File: config.mk
export PLATFORM = sky130hd
export DESIGN_NAME = pdv_video_in
export DESIGN_NICKNAME = d
export VERILOG_FILES = /design/src/pdv_sync2.v /design/src/pdv_video_in.v
export VERILOG_INCLUDE_DIRS = /design/src /design/src/src
export SDC_FILE = /design/constraint.sdc
export NUM_CORES = 1
export LEC_CHECK = 0
export BUFFER_PORTS_ARGS = -buffer_cell sky130_fd_sc_hd__buf_2
export CORE_MARGIN = 3
export CORE_UTILIZATION = 30
export DETAILED_ROUTE_END_ITERATION = 10
export GPL_TIMING_DRIVEN = 0
export PLACE_DENSITY = 0.51
export SYNTH_ARGS = -nofsm -noshare
export SYNTH_HDL_FRONTEND = slang
export SYNTH_HIERARCHICAL = 1
export SYNTH_SLANG_ARGS = --single-unit
File: constraint.sdc
create_clock -name sys_clk_i -period 2.75 [get_ports sys_clk_i]
set_clock_uncertainty 0.1 [all_clocks]
set_input_delay 0.275 -clock sys_clk_i [delete_from_list [all_inputs] [get_ports sys_clk_i]]
set_output_delay 0.275 -clock sys_clk_i [all_outputs]
set_load 0.05 [all_outputs]
File: src/pdv_map.vh
/*
  constants for the data-enable-only video input block: screen size,
  frame-start gap, pixel field layout and timing limits.
  assumes it is included by bare name from the design files.
*/
`ifndef PDV_MAP_VH
`define PDV_MAP_VH
// screen geometry
`define PDV_SCREEN_COLS 1920
`define PDV_SCREEN_ROWS 480
`define PDV_COL_W 11
`define PDV_ROW_W 10
// frame start needs a low gap of this many line periods
`define PDV_FRAME_GAP_LINES 8
// line period limits in pixel strobes, used to size the gap counter
`define PDV_LINE_MAX_STROBES 1325
`define PDV_LINE_MIN_STROBES 1030
`define PDV_GAP_CNT_W 14
// pixel word layout: red, green, blue, each bit 9 down to 0
`define PDV_PRIM_W 10
`define PDV_PIX_W 30
`define PDV_RED_MSB 29
`define PDV_RED_LSB 20
`define PDV_GRN_MSB 19
`define PDV_GRN_LSB 10
`define PDV_BLU_MSB 9
`define PDV_BLU_LSB 0
`define PDV_BLACK 30'h00000000
// lane format strap: high or open is the primary arrangement
`define PDV_FMT_PRIMARY 1'b1
// depth strap: high selects 10 bit, low or open 8 bit
`define PDV_DEPTH_10BIT 1'b1
`endif

File: src/pdv_sync2.v
/*
  two flip-flop level synchroniser, parameterised width.
  assumes the input is a level from another clock domain.
*/
`default_nettype none
module pdv_sync2 #(
  parameter W = 1
) (
  input wire sys_clk_i, // sampling clock
  input wire resetn_i, // async reset, active low
  input wire [W-1:0] async_i, // level from outside the domain
  output reg [W-1:0] sync_o // level safe to read
);
  reg [W-1:0] meta; // first stage, read only by second stage

  // two stages; first stage feeds nothing but the second
  always @(posedge sys_clk_i or negedge resetn_i) begin
    if (!resetn_i) begin
      meta <= {W{1'b0}};
      sync_o <= {W{1'b0}};
    end else begin
      meta <= async_i;
      sync_o <= meta;
    end
  end
endmodule // pdv_sync2
`default_nettype wire

File: src/pdv_video_in.v
/*
  data-enable-only video input: places pixels on the screen grid from
  the pixel_valid_window edges alone, fills short windows with black.
  assumes pixel_strobe, window, pixel and straps come from the source's
  domain and are sampled by sys_clk_i, which runs well above the strobe.
*/
//
// Function
// - first strobe after window rise is leftmost
// - rise after eight-line gap starts frame, top row
// - pixels outside short window shown as black
// - each primary is 10 bit brightness code
// - pixel word red, green, blue, bit 9 first
// - format strap high or open picks primary arrangement
// - depth strap high picks 10 bit, else 8
`default_nettype none
`include "pdv_map.vh"
module pdv_video_in #(
  parameter COLS = `PDV_SCREEN_COLS, // screen width
  parameter ROWS = `PDV_SCREEN_ROWS, // screen height
  parameter GAP_LINES = `PDV_FRAME_GAP_LINES, // frame-start gap in lines
  parameter LINE_MAX = `PDV_LINE_MAX_STROBES // longest line in strobes
) (
  input wire sys_clk_i, // 125 MHz system clock
  input wire resetn_i, // async reset, active low
  input wire pixel_strobe_i, // pixel clock from source
  input wire pixel_valid_window_i, // data-enable from source
  input wire [`PDV_PIX_W-1:0] pixel_i, // rgb pixel word
  input wire lane_format_pin_i, // format strap level
  input wire depth_sel_i, // color depth strap level
  output reg [`PDV_PIX_W-1:0] out_pixel_o, // pixel to the screen
  output reg [`PDV_COL_W-1:0] out_col_o, // screen column
  output reg [`PDV_ROW_W-1:0] out_row_o, // screen row
  output reg out_valid_o, // one-cycle pixel write pulse
  output reg frame_start_o, // one-cycle top-of-frame pulse
  output reg primary_lane_arrangement_o, // latched format choice
  output reg depth_10bit_o // latched depth choice
);
  localparam [31:0] COLS_M1 = COLS - 1; // full-width final column
  localparam [31:0] ROWS_M1 = ROWS - 1; // full-width final row
  // gap counted in shortest legal lines; hblank stays far below one line
  localparam [31:0] GAP_FULL = GAP_LINES * `PDV_LINE_MIN_STROBES;
  localparam [`PDV_COL_W-1:0] LAST_COL = COLS_M1[`PDV_COL_W-1:0]; // final column
  localparam [`PDV_ROW_W-1:0] LAST_ROW = ROWS_M1[`PDV_ROW_W-1:0]; // final row
  // gap in strobes; hold the rise only once this much low time passed
  localparam [`PDV_GAP_CNT_W-1:0] GAP_STROBES = GAP_FULL[`PDV_GAP_CNT_W-1:0];
  localparam S_IDLE = 4'b0001; // waiting for frame start
  localparam S_ACTIVE = 4'b0010; // window high, taking pixels
  localparam S_HBLANK = 4'b0100; // window low within frame
  localparam S_FILL = 4'b1000; // padding black to end of row

  wire [`PDV_PIX_W+3:0] s_bus; // synchronised inputs
  wire s_strobe; // synced strobe
  wire s_win; // synced window
  wire [`PDV_PIX_W-1:0] s_pix; // synced pixel
  wire s_fmt; // synced format strap
  wire s_depth; // synced depth strap
  reg strobe_d; // previous strobe level
  reg [3:0] state; // one-hot fsm
  reg [3:0] next_state; // fsm next
  reg [`PDV_COL_W-1:0] col; // next column to write
  reg [`PDV_ROW_W-1:0] row; // current row
  reg [`PDV_GAP_CNT_W-1:0] gap_cnt; // strobes with window low
  reg straps_taken; // straps caught once after reset
  wire strobe_rise; // sampling edge of pixel clock
  wire gap_long; // low interval reached frame gap

  // one synchroniser for every outside level; pixel skew against the
  // strobe is covered because the strobe is slower than 2 sys cycles
  pdv_sync2 #(.W(`PDV_PIX_W + 4)) u_sync (
    .sys_clk_i(sys_clk_i),
    .resetn_i(resetn_i),
    .async_i({pixel_strobe_i, pixel_valid_window_i, lane_format_pin_i,
              depth_sel_i, pixel_i}),
    .sync_o(s_bus)
  );
  assign s_strobe = s_bus[`PDV_PIX_W+3];
  assign s_win = s_bus[`PDV_PIX_W+2];
  assign s_fmt = s_bus[`PDV_PIX_W+1];
  assign s_depth = s_bus[`PDV_PIX_W];
  assign s_pix = s_bus[`PDV_PIX_W-1:0];
  assign strobe_rise = s_strobe & ~strobe_d;
  assign gap_long = (gap_cnt >= GAP_STROBES);

  // edge finder on the synced strobe
  always @(posedge sys_clk_i or negedge resetn_i) begin
    if (!resetn_i) begin
      strobe_d <= 1'b0;
    end else begin
      strobe_d <= s_strobe;
    end
  end

  // count low strobes; saturates so long gaps stay recognised
  always @(posedge sys_clk_i or negedge resetn_i) begin
    if (!resetn_i) begin
      gap_cnt <= {`PDV_GAP_CNT_W{1'b0}};
    end else if (strobe_rise) begin
      if (s_win) begin
        gap_cnt <= {`PDV_GAP_CNT_W{1'b0}};
      end else if (!gap_long) begin
        gap_cnt <= gap_cnt + 1'b1;
      end
    end
  end

  // straps caught after release, held; changing them live is not
  // supported since the source only changes them with power off
  always @(posedge sys_clk_i or negedge resetn_i) begin
    if (!resetn_i) begin
      straps_taken <= 1'b0;
      primary_lane_arrangement_o <= 1'b1;
      depth_10bit_o <= 1'b0;
    end else if (!straps_taken && strobe_rise) begin
      straps_taken <= 1'b1;
      primary_lane_arrangement_o <= (s_fmt == `PDV_FMT_PRIMARY);
      depth_10bit_o <= (s_depth == `PDV_DEPTH_10BIT);
    end
  end

  // fsm next state
  always @* begin
    next_state = state;
    case (state)
      S_IDLE: begin
        if (strobe_rise && s_win && gap_long) begin
          next_state = S_ACTIVE;
        end
      end
      S_ACTIVE: begin
        if (strobe_rise && !s_win) begin
          // nothing to pad after a full line or on a dropped row
          next_state = (col > LAST_COL || row > LAST_ROW) ? S_HBLANK : S_FILL;
        end
      end
      S_FILL: begin
        if (col == LAST_COL) begin
          next_state = S_HBLANK; // last black pixel goes out now
        end
      end
      S_HBLANK: begin
        if (strobe_rise && s_win) begin
          next_state = S_ACTIVE;
        end else if (gap_long) begin
          next_state = S_IDLE; // frame over, rows left are not written
        end
      end
      default: begin
        next_state = S_IDLE;
      end
    endcase
  end

  // pixel placement, black fill and row stepping
  always @(posedge sys_clk_i or negedge resetn_i) begin
    if (!resetn_i) begin
      state <= S_IDLE;
      col <= {`PDV_COL_W{1'b0}};
      row <= {`PDV_ROW_W{1'b0}};
      out_pixel_o <= `PDV_BLACK;
      out_col_o <= {`PDV_COL_W{1'b0}};
      out_row_o <= {`PDV_ROW_W{1'b0}};
      out_valid_o <= 1'b0;
      frame_start_o <= 1'b0;
    end else begin
      state <= next_state;
      out_valid_o <= 1'b0;
      frame_start_o <= 1'b0;
      case (state)
        S_IDLE: begin
          if (strobe_rise && s_win && gap_long) begin
            row <= {`PDV_ROW_W{1'b0}};
            frame_start_o <= 1'b1;
            out_pixel_o <= s_pix;
            out_col_o <= {`PDV_COL_W{1'b0}};
            out_row_o <= {`PDV_ROW_W{1'b0}};
            out_valid_o <= 1'b1;
            col <= {{(`PDV_COL_W-1){1'b0}}, 1'b1};
          end
        end
        S_ACTIVE: begin
          if (strobe_rise && s_win) begin
            // pixel word passed whole: 10 bit codes, rgb order
            out_pixel_o <= s_pix;
            out_col_o <= col;
            out_row_o <= row;
            out_valid_o <= (col <= LAST_COL) && (row <= LAST_ROW);
            if (col <= LAST_COL) begin
              col <= col + 1'b1; // extra pixels past width dropped
            end
          end
        end
        S_FILL: begin
          // one black pixel per sys cycle; a wide screen with a short
          // window needs a blanking long enough to finish the fill
          out_pixel_o <= `PDV_BLACK;
          out_col_o <= col;
          out_row_o <= row;
          out_valid_o <= 1'b1;
          col <= (col == LAST_COL) ? {`PDV_COL_W{1'b0}} : col + 1'b1;
        end
        S_HBLANK: begin
          if (strobe_rise && s_win) begin
            // new line: leftmost column, next row
            out_pixel_o <= s_pix;
            out_col_o <= {`PDV_COL_W{1'b0}};
            out_row_o <= row + 1'b1;
            out_valid_o <= (row < LAST_ROW);
            // row stops one past the end so later lines stay dropped
            row <= (row <= LAST_ROW) ? row + 1'b1 : row;
            col <= {{(`PDV_COL_W-1){1'b0}}, 1'b1};
          end
        end
        default: begin
          col <= {`PDV_COL_W{1'b0}};
        end
      endcase
      // a full-width line leaves col past the end; wrap for next line
      if (state == S_ACTIVE && strobe_rise && !s_win && col > LAST_COL) begin
        col <= {`PDV_COL_W{1'b0}};
      end
    end
  end
endmodule // pdv_video_in
`default_nettype wire

==> results of run 1 <==
## final timing paths
| kind | slack, ps | endpoint | cells after the start | start |
|---|---|---|---|---|
| min | 230 | out_col_o[6] | 2 | resetn_i |
| min reg2reg | 250 | u_sync/sync_o[3] | 0 | u_sync/meta[3] |
| max in group asynchronous | 1420 | gap_cnt[2] | 3 | resetn_i |
| max | 240 | out_row_o[6] | 7 | state[0] |
| min in group sys_clk_i | 250 | u_sync/sync_o[3] | 0 | u_sync/meta[3] |
| max reg2reg | 240 | out_row_o[6] | 7 | state[0] |
## worst register-to-register path, delay by kind of cell (launching register included)
kind,cells,cell delay (ps)
DFF,1,560
buffers and inverters,2,500
AOI/OAI and AO/OA,4,1180
xor gates and xnor gates,1,110
## cells by family (layout without fill, tap and decap cells)
| logic type | count (synthesis) | in the layout |
|---|---|---|
| XOR/XNOR | 11 | 11 |
| buffers and inverters | 43 | 201 |
| AND/OR/NAND/NOR | 228 | 228 |
| flip-flops | 164 | 164 |
| multiplexers | 4 | 4 |
| adder cells (fa/ha/maj) | 4 | 4 |
| AO/OA/AOI/OAI | 127 | 127 |
## metrics by stage
| stage | util | std cells | worst slack (ps) | hold WS (ps) | instance area (um^2) |
|---|---|---|---|---|---|
| 2_1_floorplan | - | 581 | 533 | -121 | 6490 |
| 3_3_place_gp | 0.344 | 946 | -1180 | 232 | 7280 |
| 3_5_place_dp | 0.346 | 947 | 204 | 88.9 | 7320 |
| 4_1_cts | 0.392 | 1014 | 175 | 222 | 8290 |
| 5_1_grt | 0.392 | 1014 | 38.7 | 251 | 8300 |
| 6_report | 0.392 | 1014 | 244 | 226 | 8300 |
## timing repair
action / in CTS / in global routing
gates resized for setup: 0 / 1
setup endpoints to repair: 0 / 7
hold endpoints to repair: 73 / 0
hold buffers: 35 / 0
## power by group
part           switching [mW]  internal [mW]
Combinational           0.117         0.0863
Sequential             0.0313           2.48
Clock                    1.12           1.34
Total                    1.27           3.91
## registers in the layout, indices dropped and copies added, names as in the netlist, 4 cells and up
register / flops
u_sync/meta: 34
out_pixel_o: 30
u_sync/sync_o: 34
out_row_o: 10
row: 10
col: 11
gap_cnt: 14
state: 4
out_col_o: 11
## synthesized netlist by cell type (3+ instances only)
master,count,area (um^2)
o21a_1,3,22.5
a21oi_1,12,60.1
a22o_1,11,96.3
clkbuf_1,16,60.1
xnor2_1,5,43.8
nand2_1,97,364
nand4_1,10,62.6
buf_2,15,75.1
or4b_1,4,40.0
nor3_1,17,85.1
dfrtp_1,162,4050
and4_1,3,26.3
nor2_1,43,161
nand3_1,15,75.1
and2_1,8,50.1
nor4_1,6,37.5
xor2_1,6,52.6
o21ai_0,9,45.0
a211o_1,3,26.3
o22ai_1,4,25.0
inv_1,9,33.8
and3_1,7,43.8
nand2b_1,6,37.5
a311oi_1,3,26.3
a21o_1,6,45.0
a221o_1,5,50.1
a31oi_1,10,62.6
o21ai_1,39,195
ha_1,4,50.1
## area by class of cell
cell class,instances,area [um^2],area share
Multi-Input combinational cell,374,2200,0.265
Inverter,9,33.8,0.00407
Timing Repair Buffer,126,838,0.101
Buffer,34,161,0.0194
Tap cell,275,344,0.0414
Sequential cell,164,4110,0.495
Clock inverter,14,179,0.0216
Clock buffer,18,439,0.0529
## routing by layer
metal  vias to the layer above  part of all wire
met5                         -                 0
met4                         0            0.0032
met3                         4             0.054
met2                       103              0.47
met1                      2374              0.47
li1                       2339                 -
## cell usage in the layout, fill, tap and decap left out, types with 5 or more instances in the layout
cell and n:
dfrtp_1 162, xnor2_1 5, nor4_1 6, and3_1 7, a22o_1 11, inv_1 9, a221o_1 5, and2_1 8
inv_8 5, nand3_1 15, nor3_1 17, buf_2 104, a31oi_1 10, nor2_1 43, o21ai_1 39, xor2_1 6
nand2_1 97, nand4_1 10, o21ai_0 9, clkbuf_1 16, nand2b_1 6, dlygate4sd3_1 35, a21o_1 6, clkbuf_16 17
a21oi_1 12
==> impl_metrics.ini, run 1 <==
[route]
num_vias = 4820
wl_per_cell_um = 14.8
drt-vias-per-instance = 4.75
drt_wl_total_mm = 15.0
dr.pass1.iters = 5
drtAntennaViolNets = 0
drtIter0Drc = 213
drc = 0

[clocking]
clock-sinks = 164
clk_path_buf_depth = 2
htree_levels = 4
cts_tree = built
cts-root-buf = clkbuf_16
cts_setup_buffers = 0
cts_inserted_buffers = 17
clk_latency_ps = 430
cts.clk_slew.worst_paths_ps = 70

[sta]
fmax_ghz = 0.399
hold_violations = 0
rsz0062_at_grt = no
finalCritPeriodShare = 0.911
slew_violations = 0
tightest_slew_ps = 762
period_needed_ps = 2510
tns_ps = 0
slew_headroom = 0.489
setup_viol = 0

[synth]
synth_adder_area_share = 0.00771
seq_area_frac_synth = 0.633
synth_xor_area_frac = 0.0148
postSynthCellCount = 581
ys.flop_type = dfrtp_1
ys_async_sr_fraction = 1.00
synth_enable_flop_cells = 0
yosys_register_bits = 164
yosysUniqueCellTypes = 63
synth_compound_area_frac = 0.135
postSynthAreaPerCell_um2 = 11.2
synth.net_count = 621
synth_top_family_by_area = simple AND/OR/NAND/NOR gates
synth_warnings = 6
synthMuxAreaShare = 0.00675
netlist_area_um2 = 6490
synth_simple_gate_area_share = 0.173

[worst_setup_path]
worstPathCellList = buf_2 > xor2_1 > o2111ai_1 > o221ai_4 > buf_4 > a311oi_1 > a21o_1
slowest_stage = dfstp_2
critPathKind = flip-flop to flip-flop
crit_buf_inv = 2
crit_arrival_ps = 2770
worst-path-max-fanout = 10
cp-start-kind = flip-flop
cp_data_required_time_ps = 3010
critPathTopFamily = compound AO/OA/AOI/OAI gates
cp_slowest_stage_delay_ps = 560
end_kind = flip-flop

[worst_hold_path]
min_path_type = input pin to async pin

[global_routing]
top_usage_layer = met2
use_met2 = 0.208
grt_overflow = 0
grtUsageTotal = 0.132
grt_pass1_vias = 4886
grt_util_met3 = 0.0467
grtUsageMet1 = 0.176
grt_max_degree = 126
grt_pass1_wl_mm = 25.1
antenna_found_initial = 0

[final_layout]
area_growth_pct = 27.9
drive_above_1_share = 0.212
diodes = 0
final_nets = 766
fillers = 2029

[floorplan]
fp.dieArea_um2 = 23400
die_h_um = 153
ios = 91
rows = 53
die-width_um = 153
start_util = 0.307
core_um2 = 21200

[place]
numPortBuffers = 90
place_hpwl_mm = 10.2
gpl.final_weighted_congestion = 0.856

[pwr]
ir_worst_vdd_mv = 0.382
power_leakage_nw = 3.93
power_density_nw_per_um2 = 623
finalPower_mw = 5.17

[status]
status = finished clean

[run]
max_cap_viol_count = 0
Power figures use the tool's default switching activity.
==> inputs of run 2 (changes only) <==
Settings changed: BUFFER_PORTS_ARGS -buffer_cell sky130_fd_sc_hd__buf_2 to -buffer_cell sky130_fd_sc_hd__buf_4, GPL_TIMING_DRIVEN 0 to unset, TNS_END_PERCENT set to 1.
==> impl_metrics.ini, run 2 (synthesis results as in run 1) <==
[final_layout]
finalNonFillerCells = 996
diodes = 0
final_nets = 748
reg.largest.list = u_sync/meta (34), u_sync/sync_o (34), out_pixel_o (30)
final_cell_mix = dfrtp_1, buf_4, nand2_1, nor2_1, o21ai_1
drive_above_1_share = 0.215
fillers = 2006
area_growth_pct = 30.2
layout_commonest_cell = dfrtp_1

[global_routing]
grt_pass1_vias = 4782
grt_overflow = 0
grt_pass1_wl_mm = 24.7
grtUsageTotal = 0.129
antenna_found_initial = 1
grt_max_degree = 82

[place]
dp.cells = 929
gpl.final_weighted_congestion = 0.808
numPortBuffers = 90
place_hpwl_mm = 9.95

[clocking]
cts_tree = built
clock-sinks = 164
clk_latency_ps = 420
cts_setup_buffers = 0
htree_levels = 4
clk_path_buf_depth = 2
cts.clk_slew.worst_paths_ps = 70
cts-root-buf = clkbuf_16
cts_inserted_buffers = 17

[sta]
setup_viol = 0
fmax_ghz = 0.387
period_needed_ps = 2580
slew_violations = 0
tns_ps = 0
slew_headroom = 0.514
finalCritPeriodShare = 0.939
rsz0062_at_grt = no
hold_violations = 0
tightest_slew_ps = 730

[route]
num_vias = 4738
drtIter0Drc = 176
drt_wl_total_mm = 14.5
dr.pass1.iters = 4
drc = 0
wl_per_cell_um = 14.5
drt-vias-per-instance = 4.76
drtAntennaViolNets = 0

[pwr]
power_density_nw_per_um2 = 597
power_leakage_nw = 3.93
ir_worst_vdd_mv = 0.414

[worst_setup_path]
critPathKind = flip-flop to flip-flop
rr_startpoint = state[0]
crit_arrival_ps = 2790
cp_data_required_time_ps = 2960
worstSetupEndpoint = row[8]
end_kind = flip-flop
worst-path-max-fanout = 12
crit_start = state[0]
reg2regPathDepth = 4
rr_endpoint = row[8]
cp-start-kind = flip-flop
reg2reg_slack_ps = 170

[floorplan]
fp.dieArea_um2 = 23400
die_h_um = 153
start_util = 0.307
die-width_um = 153
core_um2 = 21200
ios = 91
rows = 53

[status]
status = finished clean

[run]
max_cap_viol_count = 0

[worst_hold_path]
hold_depth = 0
min_path_type = flip-flop to flip-flop
## run 2: changes by cell type in the layout (fill, tap and decap cells not counted), sizes merged
cell    previous run  this run
inv               18        17
buf              109       107
clkbuf            34        17
bufinv             1         0
clkinv             4         7
## run 2: through the flow
stage	util	instance area, um^2	setup slack [ps]	power, mW	hold slack [ps]
after floorplan	-	6490	533	2.62	-121
after global placement	0.355	7520	246	2.74	232
after detailed placement	0.355	7520	199	2.74	235
after CTS	0.400	8450	182	5.14	247
after global routing	0.400	8450	91.4	5.27	249
final	0.400	8450	167	5.05	244
## run 2: routing by layer
layer / GRT usage / up-vias / routed length [um]
li1: - / 2300 / -
met1: 0.172 / 2314 / 6750
met2: 0.204 / 109 / 6780
met3: 0.0396 / 13 / 758
met4: 0.0344 / 2 / 157
met5: 0 / - / 14
## run 2: where the power goes
part	switching (mW)	internal [mW]
combinational	0.115	0.102
clock	1.10	1.22
sequential	0.0325	2.48
## run 2: area by class of cell
class / count / area (um^2) / area share
clock buffer: 17 / 425 / 0.0503
clock inverter: 15 / 160 / 0.0189
inverter: 9 / 33.8 / 0.00400
multi-input combinational: 374 / 2200 / 0.260
sequential: 164 / 4110 / 0.486
tap: 275 / 344 / 0.0407
timing repair buffer: 142 / 1180 / 0.140
## run 2: how the worst min path moves through the flow
stage / from / endpoint / slack [ps]
3_5_place_dp: u_sync/meta[24] / u_sync/sync_o[24] / 230
2_1_floorplan: resetn_i / col[0] / -120
3_3_place_gp: u_sync/meta[27] / u_sync/sync_o[27] / 230
4_1_cts: u_sync/meta[10] / u_sync/sync_o[10] / 250
5_1_grt: u_sync/meta[10] / u_sync/sync_o[10] / 250
6_report: u_sync/meta[10] / u_sync/sync_o[10] / 240
## run 2: critical path: stages (launching register included)
cell	delay, ps
dfstp_2	680
or4b_1	660
a311oi_4	410
o21a_2	290
mux2_1	330
## run 2: timing repair
item | 4_1_cts | 5_1_grt
gates resized for setup | 0 | 0
hold buffers | 35 | 0
endpoints found under the hold margin | 111 | 0
==> inputs of run 3 (changes only) <==
Settings changed: CELL_PAD_IN_SITES_DETAIL_PLACEMENT set to 1, CELL_PAD_IN_SITES_GLOBAL_PLACEMENT set to 2, CORE_MARGIN 3 to 1.5, PLACE_DENSITY 0.51 to 0.7.
==> impl_metrics.ini, run 3 (synthesis results as in run 1) <==
[sta]
slew_violations = 0
setup_viol = 0
fmax_ghz = 0.398
finalCritPeriodShare = 0.914
tns_ps = 0
slew_headroom = 0.399
finalWorstSetupSlack_ps = 238
period_needed_ps = 2510
rsz0062_at_grt = no
tightest_slew_ps = 902
hold_violations = 0

[pwr]
power_density_nw_per_um2 = 612
pwr-share-clk = 0.472
p_switching_mw = 1.18
p_int_mw = 4.00
swShare = 0.228
combPwrFrac = 0.042
power_leakage_nw = 3.94
ir_worst_vdd_mv = 0.434
p_seq_frac = 0.486
finalPower_mw = 5.18

[route]
drt_wl_total_mm = 16.1
num_vias = 4765
drtAntennaViolNets = 0
dr.pass1.iters = 4
wl_per_cell_um = 16.2
drt-vias-per-instance = 4.79
drtIter0Drc = 177
drc = 0

[clocking]
cts_setup_buffers = 0
htree_levels = 4
cts-root-buf = clkbuf_16
cts_inserted_buffers = 17
cts.clk_slew.worst_paths_ps = 70
hold_buffers = 35
clk_path_buf_depth = 2
cts_tree = built
clk_latency_ps = 420
clock-sinks = 164
cts_resized = 0

[worst_setup_path]
crit_arrival_ps = 2710
critPathKind = flip-flop to flip-flop
reg2reg_slack_ps = 240
worst-path-max-fanout = 12
cp-start-kind = flip-flop
end_kind = flip-flop
cp_data_required_time_ps = 2950

[global_routing]
grt_pass1_vias = 5192
grtUsageTotal = 0.152
grt_overflow = 0
antenna_found_initial = 0
grt_pass1_wl_mm = 26.7
grt_max_degree = 164

[final_layout]
reg.largest.list = u_sync/meta (34), u_sync/sync_o (34), out_pixel_o (30)
diodes = 0
layout_commonest_cell = dfrtp_1
final_cell_mix = dfrtp_1, buf_4, nand2_1, nor2_1, o21ai_1
area_growth_pct = 30.5
finalInstanceArea_um2 = 8470
final_nets = 747
fin_util = 0.400
drive_above_1_share = 0.214

[place]
place_hpwl_mm = 10.8
dpl_cell_area_um2 = 7510
gpl.final_weighted_congestion = 0.805
numPortBuffers = 90
pre_cts_ws_ps = 228

[floorplan]
start_util = 0.307
core_um2 = 21200
rows = 53
die-width_um = 150
die_h_um = 150
ios = 91
fp.dieArea_um2 = 22500

[run]
max_cap_viol_count = 0

[worst_hold_path]
min_path_type = input pin to async pin

[status]
status = finished clean
## run 3: cell types whose count changed in the layout (fill, tap and decap cells not counted)
cell	previous run	this run
clkinv_8	3	0
buf_4	104	103
bufinv_16	0	2
clkbuf_8	0	2
inv_8	4	3
## run 3: worst paths after layout
check	from	to	depth (start not counted)
worst max register to register	state[0]	row[8]	4
max in group asynchronous	resetn_i	col[6]	3
worst min register to register	u_sync/meta[2]	u_sync/sync_o[2]	0
min in group sys_clk_i	u_sync/meta[2]	u_sync/sync_o[2]	0
worst min-delay path	resetn_i	u_sync/meta[32]	2
worst max-delay path	state[0]	row[8]	4
## run 3: through the flow
step           std cells  hold slack [ps]
4_1_cts              995             75.4
5_1_grt              995             79.2
6_report             995             83.9
3_3_place_gp         928            -43.7
2_1_floorplan        581             -121
3_5_place_dp         928            -43.5
## run 3: layout make-up
cell class              count  area [um^2]
fillers                  2283        12700
inverters                   9         33.8
clock inverters            13          160
well taps                 275          344
flip-flops and latches    164         4110
repair buffers            141         1170
clock buffers              19          453
multi-input cells         374         2200
## run 3: power by group through the flow
stage                     Sequential (mW)  Combinational [mW]  Clock [mW]
after CTS                            2.52               0.227        2.51
after floorplan                      2.57              0.0540           0
final                                2.52               0.219        2.45
after global routing                 2.53               0.244        2.61
after global placement               2.56               0.177           0
after detailed placement             2.56               0.184           0
## run 3: layer usage
metal | global-route usage | vias up | routed length (um)
li1 | - | 2290 | -
met1 | 0.190 | 2379 | 7220
met2 | 0.258 | 77 | 8250
met3 | 0.0305 | 19 | 384
met4 | 0.0554 | 0 | 282
met5 | 0 | - | 0
## run 3: worst max-delay path, stage by stage, from the launching register on
cell and delay (ps):
dfstp_2 680, or4b_1 660, a311oi_4 420, o21a_2 220, mux2_1 320
